$ cat config.mk
export PLATFORM = sky130hd
export DESIGN_NAME = crm_top
export DESIGN_NICKNAME = d
export VERILOG_FILES = /design/src/pkg/crm_pkg.sv /design/src/pkg/crm_meas_if.sv /design/src/logic/crm_rate_meter.sv /design/src/logic/crm_top.sv
export SDC_FILE = /design/constraint.sdc
export NUM_CORES = 1
export LEC_CHECK = 0
export BUFFER_PORTS_ARGS = -buffer_cell sky130_fd_sc_hd__buf_2
export CORE_UTILIZATION = 64
export CTS_BUF_LIST = sky130_fd_sc_hd__clkbuf_4
export DETAILED_ROUTE_END_ITERATION = 8
export PLACE_DENSITY = 0.89
export SLEW_MARGIN = 20
export SYNTH_ARGS = -nofsm -noshare
export SYNTH_HDL_FRONTEND = slang
export SYNTH_SLANG_ARGS = --single-unit
$ cat constraint.sdc
create_clock -name i_ref_clk -period 3.2 [get_ports i_ref_clk]
set_input_delay 0.32 -clock i_ref_clk [delete_from_list [all_inputs] [get_ports i_ref_clk]]
set_output_delay 0.32 -clock i_ref_clk [all_outputs]
set_load 0.03 [all_outputs]
$ cat src/pkg/crm_pkg.sv
// shared constants, types and rule summaries for the cdr lock and rate meter control block
//
// Function
// RULE_01: signal loss output is active high when polarity bit is 0, else active low.
// RULE_02: writing 1 then 0 to action bit 5 restarts acquisition, settings kept.
// RULE_03: mode bit 0 set selects lock-to-reference acquisition aid.
// RULE_04: host never sets fine readback and lock-to-reference bits together.
// RULE_05: lock target is data rate over 2^ratio equals reference over 2^range.
// RULE_06: range field bits 7:6 select 19.44, 38.88, 77.76 or 155.52 MHz reference.
// RULE_07: host programs ratio field bits 5:2 to 0101 for every range; the bench writes 0000 there for its rate measurements.
// RULE_08: in lock-to-reference mode a lost lock triggers relock onto the reference.
// RULE_09: host writes 0 then 1 into mode bit 0 to issue lock command.
// RULE_10: measurement returns data over reference ratio within 100 ppm.
// RULE_11: host sets range field to match reference band before measuring.
// RULE_12: measurement mode leaves data locking behaviour untouched.
// RULE_13: fine readback enable is a level and allows repeated measurements.
// RULE_14: writing 1 then 0 to action bit 3 clears done and starts measuring.
// RULE_15: done flag reads 0 while measuring and 1 once the 23-bit result valid.
// RULE_16: result bits 22:16, 15:8, 7:0 sit in high, mid and low registers.
// RULE_17: host computes rate as count times reference over 2^(14+range).
// RULE_18: host trusts a rate readback only while lock lost indicator is low.
// RULE_19: lock lost clears within 250 ppm and sets beyond 1000 ppm error.
// RULE_20: all registers reachable as two-wire subaddresses with autoincrement.
// RULE_21: result stays stable from done until the next measurement starts.
package crm_pkg;
  // register subaddresses
  localparam logic [7:0] SUB_RATE_HIGH    = 8'h00;
  localparam logic [7:0] SUB_RATE_MID     = 8'h01;
  localparam logic [7:0] SUB_RATE_LOW     = 8'h02;
  localparam logic [7:0] SUB_MODE_CONTROL = 8'h03;
  localparam logic [7:0] SUB_ACTION       = 8'h04;
  localparam logic [7:0] SUB_OUT_OPTION   = 8'h05;
  localparam logic [7:0] SUB_MISC_STATUS  = 8'h06;
  localparam logic [7:0] SUB_LAST         = 8'h07;
  // reset values
  localparam logic [7:0] RST_MODE_CONTROL = 8'h00;
  localparam logic [7:0] RST_ACTION       = 8'h00;
  localparam logic [7:0] RST_OUT_OPTION   = 8'h00;
  // field positions
  localparam int unsigned MC_LOCK_REF   = 0;
  localparam int unsigned MC_FINE_EN    = 1;
  localparam int unsigned MC_RATIO_LSB  = 2;
  localparam int unsigned MC_RANGE_LSB  = 6;
  localparam int unsigned AC_MEAS_START = 3;
  localparam int unsigned AC_ACQ_RESET  = 5;
  localparam int unsigned OO_SIG_POL    = 2;
  localparam int unsigned MS_SIG_LOSS   = 0;
  localparam int unsigned MS_LOCK_LOST  = 1;
  localparam int unsigned MS_MEAS_DONE  = 2;
  // two-wire slave address parts
  localparam logic       SLV_ADDR_MSB = 1'b1;
  localparam logic [4:0] SLV_ADDR_LOW = 5'h00;
  // lock detector hysteresis in ppm
  localparam logic [11:0] LOCK_CLEAR_PPM = 12'h0FA;
  localparam logic [11:0] LOCK_SET_PPM   = 12'h3E8;
  // rate measurement geometry
  localparam int unsigned WIN_BASE_LOG2  = 14;
  localparam int unsigned REF_PRE_LOG2   = 4;
  localparam int unsigned DATA_PRE_LOG2  = 6;
  localparam int unsigned RATE_W         = 23;
  localparam int unsigned DCNT_W         = RATE_W - DATA_PRE_LOG2;
  localparam int unsigned WCNT_W         = 13;
  // two-wire slave states
  typedef enum logic [2:0] {
    ST_IDLE = 3'b000,
    ST_ADDR = 3'b001,
    ST_SUB  = 3'b010,
    ST_WR   = 3'b011,
    ST_ACK  = 3'b100,
    ST_RD   = 3'b101,
    ST_RACK = 3'b110
  } crm_i2c_st_t;
endpackage

$ cat src/pkg/crm_meas_if.sv
// control and result signals between the register block and the rate meter
`timescale 1ns/1ps
`default_nettype none
interface crm_meas_if;
  logic        start;
  logic        enable;
  logic [1:0]  range;
  logic        done;
  logic [22:0] count;
  modport ctrl  (output start, enable, range, input done, count);
  modport meter (input start, enable, range, output done, count);
endinterface
`default_nettype wire

$ cat src/logic/crm_rate_meter.sv
// data rate meter counting divided data edges over a reference window
`timescale 1ns/1ps
`default_nettype none
module crm_rate_meter
  import crm_pkg::*;
(
  // clock, reset and enable
  input  wire logic  i_ref_clk,
  input  wire logic  i_rst_n,
  input  wire logic  i_clk_en,
  // divided clocks from the analog front end
  input  wire logic  i_ref_div_clk,
  input  wire logic  i_data_div_clk,
  // control and result
  crm_meas_if.meter  meas
);
  logic [2:0]        ref_sync_reg;
  logic [2:0]        dat_sync_reg;
  logic              ref_edge;
  logic              dat_edge;
  logic              busy_reg,    busy_next;
  logic              done_reg,    done_next;
  logic              arm_reg,     arm_next;
  logic [WCNT_W-1:0] win_cnt_reg, win_cnt_next;
  logic [WCNT_W-1:0] win_last;
  logic [DCNT_W-1:0] dat_cnt_reg, dat_cnt_next;
  logic [RATE_W-1:0] result_reg,  result_next;

  // rising edges seen after two synchroniser stages
  assign ref_edge = ref_sync_reg[1] & ~ref_sync_reg[2];
  assign dat_edge = dat_sync_reg[1] & ~dat_sync_reg[2];

  // window of 2^(14+range) reference cycles, counted after the prescaler
  assign win_last = WCNT_W'((1 << (WIN_BASE_LOG2 - REF_PRE_LOG2 + meas.range)) - 1); // RULE_17

  // measurement sequencing
  always_comb begin
    busy_next    = busy_reg;
    arm_next     = arm_reg;
    done_next    = done_reg;
    win_cnt_next = win_cnt_reg;
    dat_cnt_next = dat_cnt_reg;
    result_next  = result_reg;
    if (meas.start && meas.enable) begin // RULE_14 RULE_13
      busy_next    = 1'b1;
      arm_next     = 1'b1; // window opens on a ref edge
      done_next    = 1'b0; // RULE_15
      win_cnt_next = '0;
      dat_cnt_next = '0;
    end else if (busy_reg && !meas.enable) begin
      busy_next = 1'b0; // abandoned, done stays low
    end else if (busy_reg && arm_reg) begin
      arm_next = ~ref_edge; // RULE_10
    end else if (busy_reg) begin
      if (dat_edge && (dat_cnt_reg != '1)) begin
        dat_cnt_next = dat_cnt_reg + 1'b1;
      end
      if (ref_edge) begin
        win_cnt_next = win_cnt_reg + 1'b1;
        if (win_cnt_reg == win_last) begin
          busy_next   = 1'b0;
          done_next   = 1'b1; // RULE_15
          result_next = {dat_cnt_next, {DATA_PRE_LOG2{1'b0}}}; // RULE_10 RULE_21
        end
      end
    end
  end

  // state registers
  always_ff @(posedge i_ref_clk) begin
    if (!i_rst_n) begin
      ref_sync_reg <= 3'h0;
      dat_sync_reg <= 3'h0;
      busy_reg     <= 1'b0;
      arm_reg      <= 1'b0;
      done_reg     <= 1'b0;
      win_cnt_reg  <= '0;
      dat_cnt_reg  <= '0;
      result_reg   <= '0;
    end else if (i_clk_en) begin
      ref_sync_reg <= {ref_sync_reg[1:0], i_ref_div_clk};
      dat_sync_reg <= {dat_sync_reg[1:0], i_data_div_clk};
      busy_reg     <= busy_next;
      arm_reg      <= arm_next;
      done_reg     <= done_next;
      win_cnt_reg  <= win_cnt_next;
      dat_cnt_reg  <= dat_cnt_next;
      result_reg   <= result_next;
    end
  end

  assign meas.done  = done_reg;
  assign meas.count = result_reg;
endmodule
`default_nettype wire

$ cat src/logic/crm_top.sv
// cdr control block: two-wire register slave, lock control and rate meter
`timescale 1ns/1ps
`default_nettype none
module crm_top
  import crm_pkg::*;
(
  // clock, reset and enable
  input  wire logic        i_ref_clk,
  input  wire logic        i_rst_n,
  input  wire logic        i_clk_en,
  // two-wire management bus
  input  wire logic        i_scl,
  input  wire logic        i_sda,
  output logic             o_sda,
  output logic             o_sda_oe_n,
  input  wire logic        i_slave_addr_sel,
  // analog front end status
  input  wire logic        i_sig_loss_detect,
  input  wire logic [11:0] i_rate_err_ppm,
  input  wire logic        i_ref_div_clk,
  input  wire logic        i_data_div_clk,
  // pins and pll controls
  output logic             o_signal_loss_output,
  output logic             o_lock_lost_indicator,
  output logic             o_lock_to_ref_mode,
  output logic [1:0]       o_ref_range,
  output logic [3:0]       o_ref_ratio,
  output logic             o_acq_start
);
  crm_meas_if meas ();

  // synchronised pin inputs
  logic [2:0]  scl_sync_reg;
  logic [2:0]  sda_sync_reg;
  logic [1:0]  sig_sync_reg;
  logic [1:0]  asel_sync_reg;
  logic [11:0] err_sync1_reg;
  logic [11:0] err_sync2_reg;
  logic        scl_s;
  logic        sda_s;
  logic        scl_rise;
  logic        scl_fall;
  logic        bus_start;
  logic        bus_stop;
  logic [6:0]  slave_addr;

  // two-wire slave and register state
  crm_i2c_st_t st_reg,           st_next;
  crm_i2c_st_t ret_reg,          ret_next;
  logic [3:0]  cnt_reg,          cnt_next;
  logic [7:0]  sh_reg,           sh_next;
  logic [2:0]  ptr_reg,          ptr_next;
  logic [2:0]  ptr_inc;
  logic        nack_reg,         nack_next;
  logic        sda_oe_n_reg,     sda_oe_n_next;
  logic [7:0]  reference_clock_input_mode_control_reg, reference_clock_input_mode_control_next;
  logic [7:0]  action_control_reg,      action_control_next;
  logic [7:0]  output_option_control_reg, output_option_control_next;
  logic        meas_start_reg,   meas_start_next;
  logic        acq_cmd;
  logic        lock_cmd;
  logic [7:0]  misc_rd;
  logic [63:0] rd_vec;

  // lock control state
  logic        lock_lost_reg,    lock_lost_next;
  logic        acq_reg,          acq_next;
  logic        sig_out_reg,      sig_out_next;

  // pick one register byte out of the read map
  function automatic logic [7:0] rd_sel(input logic [2:0] p, input logic [63:0] v);
    rd_sel = v[{p, 3'b000} +: 8];
  endfunction

  // bus line conditions from the second and third stages
  assign scl_s      = scl_sync_reg[1];
  assign sda_s      = sda_sync_reg[1];
  assign scl_rise   = scl_sync_reg[1] & ~scl_sync_reg[2];
  assign scl_fall   = ~scl_sync_reg[1] & scl_sync_reg[2];
  assign bus_start  = scl_s & scl_sync_reg[2] & sda_sync_reg[2] & ~sda_s;
  assign bus_stop   = scl_s & scl_sync_reg[2] & ~sda_sync_reg[2] & sda_s;
  assign slave_addr = {SLV_ADDR_MSB, asel_sync_reg[1], SLV_ADDR_LOW};
  assign ptr_inc    = (ptr_reg == SUB_LAST[2:0]) ? ptr_reg : ptr_reg + 3'h1;

  // read map, one byte per subaddress
  always_comb begin
    misc_rd               = 8'h00;
    misc_rd[MS_SIG_LOSS]  = sig_sync_reg[1];
    misc_rd[MS_LOCK_LOST] = lock_lost_reg;
    misc_rd[MS_MEAS_DONE] = meas.done; // RULE_15
    rd_vec                = 64'h0;
    rd_vec[{SUB_RATE_HIGH[2:0], 3'b000} +: 8]    = {1'b0, meas.count[22:16]}; // RULE_16
    rd_vec[{SUB_RATE_MID[2:0], 3'b000} +: 8]     = meas.count[15:8]; // RULE_16
    rd_vec[{SUB_RATE_LOW[2:0], 3'b000} +: 8]     = meas.count[7:0]; // RULE_16
    rd_vec[{SUB_MODE_CONTROL[2:0], 3'b000} +: 8] = reference_clock_input_mode_control_reg;
    rd_vec[{SUB_ACTION[2:0], 3'b000} +: 8]       = action_control_reg;
    rd_vec[{SUB_OUT_OPTION[2:0], 3'b000} +: 8]   = output_option_control_reg;
    rd_vec[{SUB_MISC_STATUS[2:0], 3'b000} +: 8]  = misc_rd;
  end

  // two-wire slave with autoincrementing subaddress
  always_comb begin
    st_next                    = st_reg;
    ret_next                   = ret_reg;
    cnt_next                   = cnt_reg;
    sh_next                    = sh_reg;
    ptr_next                   = ptr_reg;
    nack_next                  = nack_reg;
    reference_clock_input_mode_control_next   = reference_clock_input_mode_control_reg;
    action_control_next        = action_control_reg;
    output_option_control_next = output_option_control_reg;
    meas_start_next            = 1'b0;
    acq_cmd                    = 1'b0;
    lock_cmd                   = 1'b0;
    if (bus_stop) begin
      st_next = ST_IDLE;
    end else if (bus_start) begin
      st_next  = ST_ADDR;
      cnt_next = 4'h0;
    end else begin
      unique case (st_reg)
        ST_IDLE: begin
          cnt_next = 4'h0;
        end
        ST_ADDR, ST_SUB, ST_WR: begin
          if (scl_rise) begin
            sh_next  = {sh_reg[6:0], sda_s};
            cnt_next = cnt_reg + 4'h1;
          end else if (scl_fall && (cnt_reg == 4'h8)) begin
            cnt_next = 4'h0;
            st_next  = ST_ACK;
            if (st_reg == ST_ADDR) begin
              ret_next = sh_reg[0] ? ST_RD : ST_SUB;
              if (sh_reg[7:1] != slave_addr) begin
                st_next = ST_IDLE; // not ours, stay off the bus
              end
            end else if (st_reg == ST_SUB) begin
              ret_next = ST_WR;
              ptr_next = sh_reg[2:0]; // RULE_20
              if (sh_reg > SUB_LAST) begin
                st_next = ST_IDLE; // bad subaddress, no acknowledge
              end
            end else begin
              ret_next = ST_WR;
              ptr_next = ptr_inc; // RULE_20
              case (ptr_reg)
                SUB_MODE_CONTROL[2:0]: begin
                  reference_clock_input_mode_control_next = sh_reg;
                  lock_cmd = ~reference_clock_input_mode_control_reg[MC_LOCK_REF] & sh_reg[MC_LOCK_REF]; // RULE_09
                end
                SUB_ACTION[2:0]: begin
                  action_control_next = sh_reg;
                  acq_cmd = action_control_reg[AC_ACQ_RESET] & ~sh_reg[AC_ACQ_RESET]; // RULE_02
                  meas_start_next = action_control_reg[AC_MEAS_START] & ~sh_reg[AC_MEAS_START]; // RULE_14
                end
                SUB_OUT_OPTION[2:0]: begin
                  output_option_control_next = sh_reg;
                end
                default: begin
                  cnt_next = 4'h0; // read-only bytes ignore writes
                end
              endcase
            end
          end
        end
        ST_ACK: begin
          if (scl_fall) begin
            st_next = ret_reg;
            if (ret_reg == ST_RD) begin
              sh_next = rd_sel(ptr_reg, rd_vec);
            end
          end
        end
        ST_RD: begin
          if (scl_fall) begin
            if (cnt_reg == 4'h7) begin
              cnt_next = 4'h0;
              st_next  = ST_RACK;
            end else begin
              cnt_next = cnt_reg + 4'h1;
              sh_next  = {sh_reg[6:0], 1'b0};
            end
          end
        end
        ST_RACK: begin
          if (scl_rise) begin
            nack_next = sda_s;
          end else if (scl_fall) begin
            if (nack_reg) begin
              st_next = ST_IDLE; // master ends the read
            end else begin
              ptr_next = ptr_inc; // RULE_20
              sh_next  = rd_sel(ptr_inc, rd_vec);
              st_next  = ST_RD;
            end
          end
        end
        default: begin
          st_next = ST_IDLE;
        end
      endcase
    end
    // pull the line low for acknowledge and for zero data bits
    sda_oe_n_next = !((st_next == ST_ACK) || ((st_next == ST_RD) && !sh_next[7]));
  end

  // two-wire slave and register flops
  always_ff @(posedge i_ref_clk) begin
    if (!i_rst_n) begin
      scl_sync_reg              <= 3'h7;
      sda_sync_reg              <= 3'h7;
      sig_sync_reg              <= 2'h0;
      asel_sync_reg             <= 2'h0;
      err_sync1_reg             <= 12'hFFF;
      err_sync2_reg             <= 12'hFFF;
      st_reg                    <= ST_IDLE;
      ret_reg                   <= ST_IDLE;
      cnt_reg                   <= 4'h0;
      sh_reg                    <= 8'h00;
      ptr_reg                   <= 3'h0;
      nack_reg                  <= 1'b0;
      sda_oe_n_reg              <= 1'b1;
      reference_clock_input_mode_control_reg   <= RST_MODE_CONTROL;
      action_control_reg        <= RST_ACTION;
      output_option_control_reg <= RST_OUT_OPTION;
      meas_start_reg            <= 1'b0;
    end else if (i_clk_en) begin
      scl_sync_reg              <= {scl_sync_reg[1:0], i_scl};
      sda_sync_reg              <= {sda_sync_reg[1:0], i_sda};
      sig_sync_reg              <= {sig_sync_reg[0], i_sig_loss_detect};
      asel_sync_reg             <= {asel_sync_reg[0], i_slave_addr_sel};
      err_sync1_reg             <= i_rate_err_ppm;
      err_sync2_reg             <= err_sync1_reg;
      st_reg                    <= st_next;
      ret_reg                   <= ret_next;
      cnt_reg                   <= cnt_next;
      sh_reg                    <= sh_next;
      ptr_reg                   <= ptr_next;
      nack_reg                  <= nack_next;
      sda_oe_n_reg              <= sda_oe_n_next;
      reference_clock_input_mode_control_reg   <= reference_clock_input_mode_control_next;
      action_control_reg        <= action_control_next;
      output_option_control_reg <= output_option_control_next;
      meas_start_reg            <= meas_start_next;
    end
  end

  // lock detector hysteresis, acquisition restarts and signal loss polarity
  always_comb begin
    lock_lost_next = lock_lost_reg;
    if (err_sync2_reg <= LOCK_CLEAR_PPM) begin
      lock_lost_next = 1'b0; // RULE_19
    end else if (err_sync2_reg > LOCK_SET_PPM) begin
      lock_lost_next = 1'b1; // RULE_19
    end
    acq_next = acq_cmd | lock_cmd // RULE_02 RULE_09
             | (lock_lost_next & ~lock_lost_reg & reference_clock_input_mode_control_reg[MC_LOCK_REF]); // RULE_08
    sig_out_next = sig_sync_reg[1] ^ output_option_control_reg[OO_SIG_POL]; // RULE_01
  end

  // lock control flops
  always_ff @(posedge i_ref_clk) begin
    if (!i_rst_n) begin
      lock_lost_reg <= 1'b1;
      acq_reg       <= 1'b0;
      sig_out_reg   <= 1'b0;
    end else if (i_clk_en) begin
      lock_lost_reg <= lock_lost_next;
      acq_reg       <= acq_next;
      sig_out_reg   <= sig_out_next;
    end
  end

  // measurement control, independent of the locking path
  assign meas.start  = meas_start_reg;
  assign meas.enable = reference_clock_input_mode_control_reg[MC_FINE_EN]; // RULE_13 RULE_12
  assign meas.range  = reference_clock_input_mode_control_reg[MC_RANGE_LSB +: 2];

  crm_rate_meter u_meter (
    .i_ref_clk      (i_ref_clk),
    .i_rst_n        (i_rst_n),
    .i_clk_en       (i_clk_en),
    .i_ref_div_clk  (i_ref_div_clk),
    .i_data_div_clk (i_data_div_clk),
    .meas           (meas)
  );

  // pin and pll control outputs
  assign o_sda                 = 1'b0;
  assign o_sda_oe_n            = sda_oe_n_reg;
  assign o_signal_loss_output  = sig_out_reg;
  assign o_lock_lost_indicator = lock_lost_reg;
  assign o_lock_to_ref_mode    = reference_clock_input_mode_control_reg[MC_LOCK_REF]; // RULE_03 RULE_12
  assign o_ref_range           = reference_clock_input_mode_control_reg[MC_RANGE_LSB +: 2]; // RULE_06 RULE_05
  assign o_ref_ratio           = reference_clock_input_mode_control_reg[MC_RATIO_LSB +: 4]; // RULE_05
  assign o_acq_start           = acq_reg;
endmodule
`default_nettype wire

# Yosys cells after proc, flatten, opt, wreduce, memory -nomap -nowiden
# Cells that the tools add are included.
# word_totals
ff_bits,141
# classes
addsub,6
order_cmp,3
n_eq_ne,34
shifts,3
muxes,94
bitwise_logic,36
n_reduce_logical,33
# ops
cell,n
64-bit by 7-bit variable part select with 8-bit output,2
17-bit 2-to-1 mux,5
8-bit 2-to-1 mux,10
3-bit 2-to-1 mux,24
13-bit 2-to-1 mux,5
1-bit 2-to-1 mux,41
8-bit one-hot mux with 4 select lines,1
1-bit by 32-bit left shift with 13-bit output (first input constant),1
3-bit equality test (second input constant),9
9-bit AND reduction,3
2-bit != test (second input constant),11
4-bit 2-to-1 mux,5
1-bit inverter,19
17-bit by 1-bit adder with 17-bit output (second input constant),1
17-bit != test (second input constant),1
3-bit one-hot mux with 5 select lines,1
5-bit AND reduction,3
1-bit AND,14
13-bit by 1-bit adder with 13-bit output (second input constant),1
13-bit equality test,1
13-bit by 2-bit subtractor with 13-bit output (second input constant),1
12-bit by 10-bit > comparator with 1-bit output (second input constant),1
12-bit by 8-bit <= comparator with 1-bit output (second input constant),1
4-bit one-hot mux with 3 select lines,1
other kinds (30),47

# Depth between registers and ports, before layout
# logic_depth
ltp_word,13
ltp_mapped,13
ltp_nobuf,11

# Cells and area by module
# A second synthesis with hierarchy kept.
# hier_totals
hier_cells,844
hier_area_um2,7622.3
# by_module_without_submodules
mod,instances,cells_per_inst,area_each_um2,seq_area_each_um2
crm_top,1,526,4878.4,1701.6
crm_rate_meter,1,318,2743.9,1121.1

# Worst setup path before layout
# No wires, ideal clock.
# synth_timing
kind,register to register
from,register u_meter.dat_cnt_reg[6]
to,register u_meter.dat_cnt_reg[14]
setup_ns,0.128
arrival_time_ns,2.699
t_required_ns,3.072
slack_ns,0.373
stages_incl_launch_ff,13
n_path_buf,1
period_less_slack_ns,2.827
cell_sequence,dfxtp_1 buf_2 and4_1 and3_1 and3_1 and4_1 ha_1 or3b_1 nor3_2 nand4_1 a21o_1 a21oi_1 nor2_1
# synth_via
elab_chain_len,7
word_cells_on_any_way,8
# synth_lines
item,line_no,source
from (decl),crm_rate_meter.sv:26,"logic [DCNT_W-1:0] dat_cnt_reg, dat_cnt_next;"
from (signal assigned),crm_rate_meter.sv:87,dat_cnt_reg <= dat_cnt_next;
branches (longest 2 deep; another with 17-bit by 1-bit adder with 17-bit output),-,
17-bit 2-to-1 mux (*),crm_rate_meter.sv:55,if (dat_edge && (dat_cnt_reg != '1)) begin
17-bit 2-to-1 mux (*),crm_rate_meter.sv:54,end else if (busy_reg) begin
17-bit 2-to-1 mux (*),crm_rate_meter.sv:52,end else if (busy_reg && arm_reg) begin
17-bit 2-to-1 mux (*),crm_rate_meter.sv:50,end else if (busy_reg && !meas.enable) begin
17-bit 2-to-1 mux (*),crm_rate_meter.sv:44,if (meas.start && meas.enable) begin
# Every way passes the cells marked *. The select of a mux whose other input is x is not followed.
# A chain may end at the register's enable or synchronous reset.

# Final worst setup path
# layout_timing
from,register u_meter.dat_cnt_reg[8]
to,register u_meter.dat_cnt_reg[15]
# The elaborated chain is that of the path after synthesis.

==> results.md <==
STA:
- The final max-slew violation count is 0.
- Across the routed clock network, the largest skew measured is roughly 0.019 ns.
- The worst path needs 3.06 ns of the cycle, external delays included.
- The fmax is 0.327 GHz.
- Setup repair after global routing left no endpoint under its margin.
- Summed over all failing endpoints, the final setup total negative slack is 0 ns.
- In this run the tightest slew margin relative to its limit is 39.7%.
- The number of failing setup endpoints in the final timing report is 0.
- The share of the clock period used by the worst path is 95.5%.
- The number of hold violations in the final report is 0.
- The pin slew with the least headroom to its limit is between 0.8 and 0.9 ns.

Synthesis:
- After synthesis, flip-flops and latches occupy between 30% and 40% of the total area.
- By area the synthesized netlist is led by sky130_fd_sc_hd__dfxtp_1, sky130_fd_sc_hd__mux2i_1, sky130_fd_sc_hd__nor2_1.
- The most area-hungry cell type in the Yosys netlist is sky130_fd_sc_hd__dfxtp_1.
- After technology mapping, the gate count stands at 873.
- The synthesized flop and latch total is 141.
- The share of the synthesized area in the top cell type is 37.3%.
- The number of library cell types mapped by synthesis is 74.
- For this run, the number of Yosys warnings is 0.
- Dividing the synthesized area by the synthesized cell count gives 8.67 um^2.
- The number of flops mapped to enable cells by yosys is 0.
- For this run, the leading register cell type out of synthesis is sky130_fd_sc_hd__dfxtp_1.
- For this run, asynchronously set or reset flops after synthesis account for 0%.
- The number of nets handed over by synthesis was 902.
- After synthesis the cells add up to 0.00756 mm^2.

Global routing:
- The first global-routing pass estimated approximately 31000 um of wire.
- The residual overflow from global routing is 0.
- The number of global-route vias before repair was 6337.
- The total routing resource utilization after global routing is 31.8%.
- The number of antenna violations at the first check in global routing is 1.
- The pin count of the biggest net entering global routing is 55.

Power and ir drop:
- The share of total power consumed by net switching is 26.9%.
- The worst-case IR drop observed on VDD is 0.388 mV.
- Power spread over the standard cell area amounts to 386 mW/mm^2.
- The part of the power in registers is 56.7%.
- Internal power comes to 2.33 mW.
- In this run the static leakage power is 3.07 nW.
- The combinational cell fraction of total power is 5.7%.
- The clock network is responsible for 37.6% of the overall power.
- The net load switching power is 0.858 mW.

Place:
- The count of buffers added on input and output ports is 31.
- The post-detailed-placement half-perimeter wirelength is 12500 um.
- The area of placed instances is 0.00780 mm^2.
- The weighted congestion reported at the end of routability-driven placement is 0.963.

Floorplan:
- In this run the count of I/O pins placed on the die edge is 33.
- The starting density of the core is 66.0%.
- The area of the core is 0.0115 mm^2.
- The floorplan die area is 0.0123 mm^2.
- Measured along the x axis, the die boundary spans roughly 110 um.
- The initialized floorplan defines 39 standard-cell rows.
- The floorplan step set the die height to around 110 um.

Worst hold path:
- In this run the worst hold path is classified as in2reg.

Route:
- In this run the top signal layer used is met4.
- The routed length on met3 is approximately 1500 um.
- The total iterations of the first detailed-routing run is 7.
- After detailed routing, the number of vias per cell comes to 6.48.
- After detailed routing, the wire length on met1 is 8140 um.
- The DRC violation count after routing is 0.
- The count of nets left with antenna violations once routing finished came out at 0.
- The number of DRC violations after detailed-routing iteration 0 is 733.
- The final routed wirelength across all metal layers is 19900 um.
- The routed design uses 9500 um of met2 wire.
- The detailed-route via count is 6905.
- Dividing the detail-routed wire length by the instance count gives around 19 um.

Final layout:
- The library cell used most frequently in the layout, excluding fill and tap cells, is sky130_fd_sc_hd__dfxtp_1.
- The layout-stage area growth over the synthesis result is 9.30%.
- In the final layout, the share of cells above drive strength 1 is 14.9%.
- With fillers left out, the area of the finished cells amounts to 0.00827 mm^2.
- Registers take 0.00282 mm^2.
- In the final design database the tool counted 937 nets.
- The area of the multi-input gates is 0.00438 mm^2.
- The filler cell count is a little over 800.
- In the layout the commonest cells are sky130_fd_sc_hd__dfxtp_1, sky130_fd_sc_hd__nor2_1, sky130_fd_sc_hd__mux2i_1.

Clock network:
- After clock tree synthesis, the setup repair step added 0 buffers.
- The clock net in this run drives a total of ~140 sinks.
- In this run, CTS created clock tree buffers numbering 17.
- The root buffer cell chosen for the clock tree is sky130_fd_sc_hd__clkbuf_4.
- The longest clock path from root to sink contains 2 buffers.
- The CTS clock-pin slew for the worst setup and hold paths is 0.13 ns.
- The total number of H-tree levels is 4.
- The clock tree from TritonCTS is done.
- The later pin in the worst-skew pair is clocked with a latency of about 0.57 ns.

Critical path:
- STA classifies the critical path startpoint as a flop.
- The number of cells on the worst reg-to-reg path is 10.
- The critical path ends at u_meter.dat_cnt_reg[15].
- The launch point of the worst reg-to-reg path is u_meter.dat_cnt_reg[8].
- The arrival time of data at the critical path endpoint is 3.54 ns.
- The category of the critical setup timing path is reg2reg.
- The category of the worst setup path capture point is a flop.
- The register-to-register setup slack is 0.14 ns.
- The data required time of the critical path is 3.68 ns.
- In this run the critical register-to-register path is captured at u_meter.dat_cnt_reg[15].
- The highest fanout seen on the critical path is 6.
- The most critical setup path has its startpoint at u_meter.dat_cnt_reg[8].

Job:
- The number of max-capacitance violations reported is 0.

Run status:
- The run finished with clean final reports.
## how the worst min path moves through the flow
stage | startpoint | endpoint | cells after the start
floorplan | err_sync2_reg[5] | err_sync2_reg[5] | 2
CTS | i_ref_div_clk | u_meter.ref_sync_reg[0] | 3
finish | i_ref_div_clk | u_meter.ref_sync_reg[0] | 3
global route | i_ref_div_clk | u_meter.ref_sync_reg[0] | 3
detailed placement | err_sync2_reg[5] | err_sync2_reg[5] | 2
global placement | err_sync1_reg[7] | err_sync1_reg[7] | 2
## routing by layer
layer  GRT usage, %  vias up
met2           51.8      361
met3           7.22       72
met1           39.4     3243
li1               -     3229
met5              0        -
met4           16.2        0
## through the flow
stage	hold WS (ns)	total power [mW]	std cells	utilization, %	worst slack [ns]
5_1_grt	0.00204	3.29	1065	72.1	0.00372
3_3_place_gp	0.457	2.00	1015	68.0	0.303
4_1_cts	0.00116	3.18	1063	71.9	0.153
6_report	0.0182	3.19	1065	72.1	0.144
2_1_floorplan	0.441	1.96	873	-	0.373
3_5_place_dp	0.462	2.00	1015	68.0	0.180
## worst max-delay path, cell delays in order (launching register included)
cell	delay (ns)
sky130_fd_sc_hd__dfxtp_1	0.37
sky130_fd_sc_hd__and4_1	0.24
sky130_fd_sc_hd__and3_1	0.25
sky130_fd_sc_hd__and3_1	0.22
sky130_fd_sc_hd__and4_1	0.20
sky130_fd_sc_hd__ha_1	0.21
sky130_fd_sc_hd__or3b_1	0.46
sky130_fd_sc_hd__nor3_4	0.30
sky130_fd_sc_hd__nand3_1	0.18
sky130_fd_sc_hd__or3_1	0.35
sky130_fd_sc_hd__a31oi_1	0.20
## power groups by stage
stage | Sequential (mW) | Combinational, mW | Clock (mW)
floorplan | 1.84 | 0.119 | 0
global placement | 1.85 | 0.153 | 0
detailed placement | 1.85 | 0.158 | 0
CTS | 1.81 | 0.174 | 1.19
global route | 1.81 | 0.195 | 1.28
finish | 1.81 | 0.181 | 1.20
## cells in the mapped netlist (all sizes together) (2+ instances only)
cell	n
a2111oi	3
a211oi	20
a21o	8
a21oi	60
a22oi	5
a311oi	3
a31oi	16
a32oi	8
and2	6
and3	6
and3b	2
and4	3
buf	30
clkbuf	27
dfxtp	141
ha	8
inv	23
mux2	5
mux2i	88
mux4	5
nand2	76
nand2b	11
nand3	18
nand3b	7
nand4	10
nand4b	3
nor2	103
nor2b	7
nor3	22
nor3b	4
nor4	6
o211ai	7
o21ai	46
o22ai	9
o2bb2ai	2
o31a	2
o31ai	3
o32ai	5
or2	5
or3	16
or3b	2
or4	3
xnor2	12
xor2	15
## final cells by class
| class | instances | area share (%) |
|---|---|---|
| antenna | 1 | 0.0303 |
| clock buffer | 17 | 1.54 |
| clock inverter | 15 | 1.94 |
| inverter | 23 | 1.04 |
| multi-input combinational | 652 | 52.9 |
| sequential | 141 | 34.1 |
| tap | 143 | 2.16 |
| timing repair buffer | 73 | 6.20 |
## kinds of logic after synthesis
family                   count (synthesis)  synth area share [%]
multiplexers                            98                  13.9
AO/OA/AOI/OAI                          207                  18.6
adder cells (fa/ha/maj)                  8                  1.32
XOR/XNOR                                27                  3.23
flip-flops                             141                  37.3
AND/OR/NAND/NOR                        311                  20.7
buffers and inverters                   80                  4.91
other                                    1                0.0496
## what timing repair did
| item | 4_1_cts | 5_1_grt |
|---|---|---|
| endpoints found under the setup margin | 0 | 3 |
| hold endpoints to repair | 16 | 1 |
| resized for setup | 0 | 1 |
| hold buffers | 16 | 1 |
Note: power is estimated with default switching activity, not from simulation.
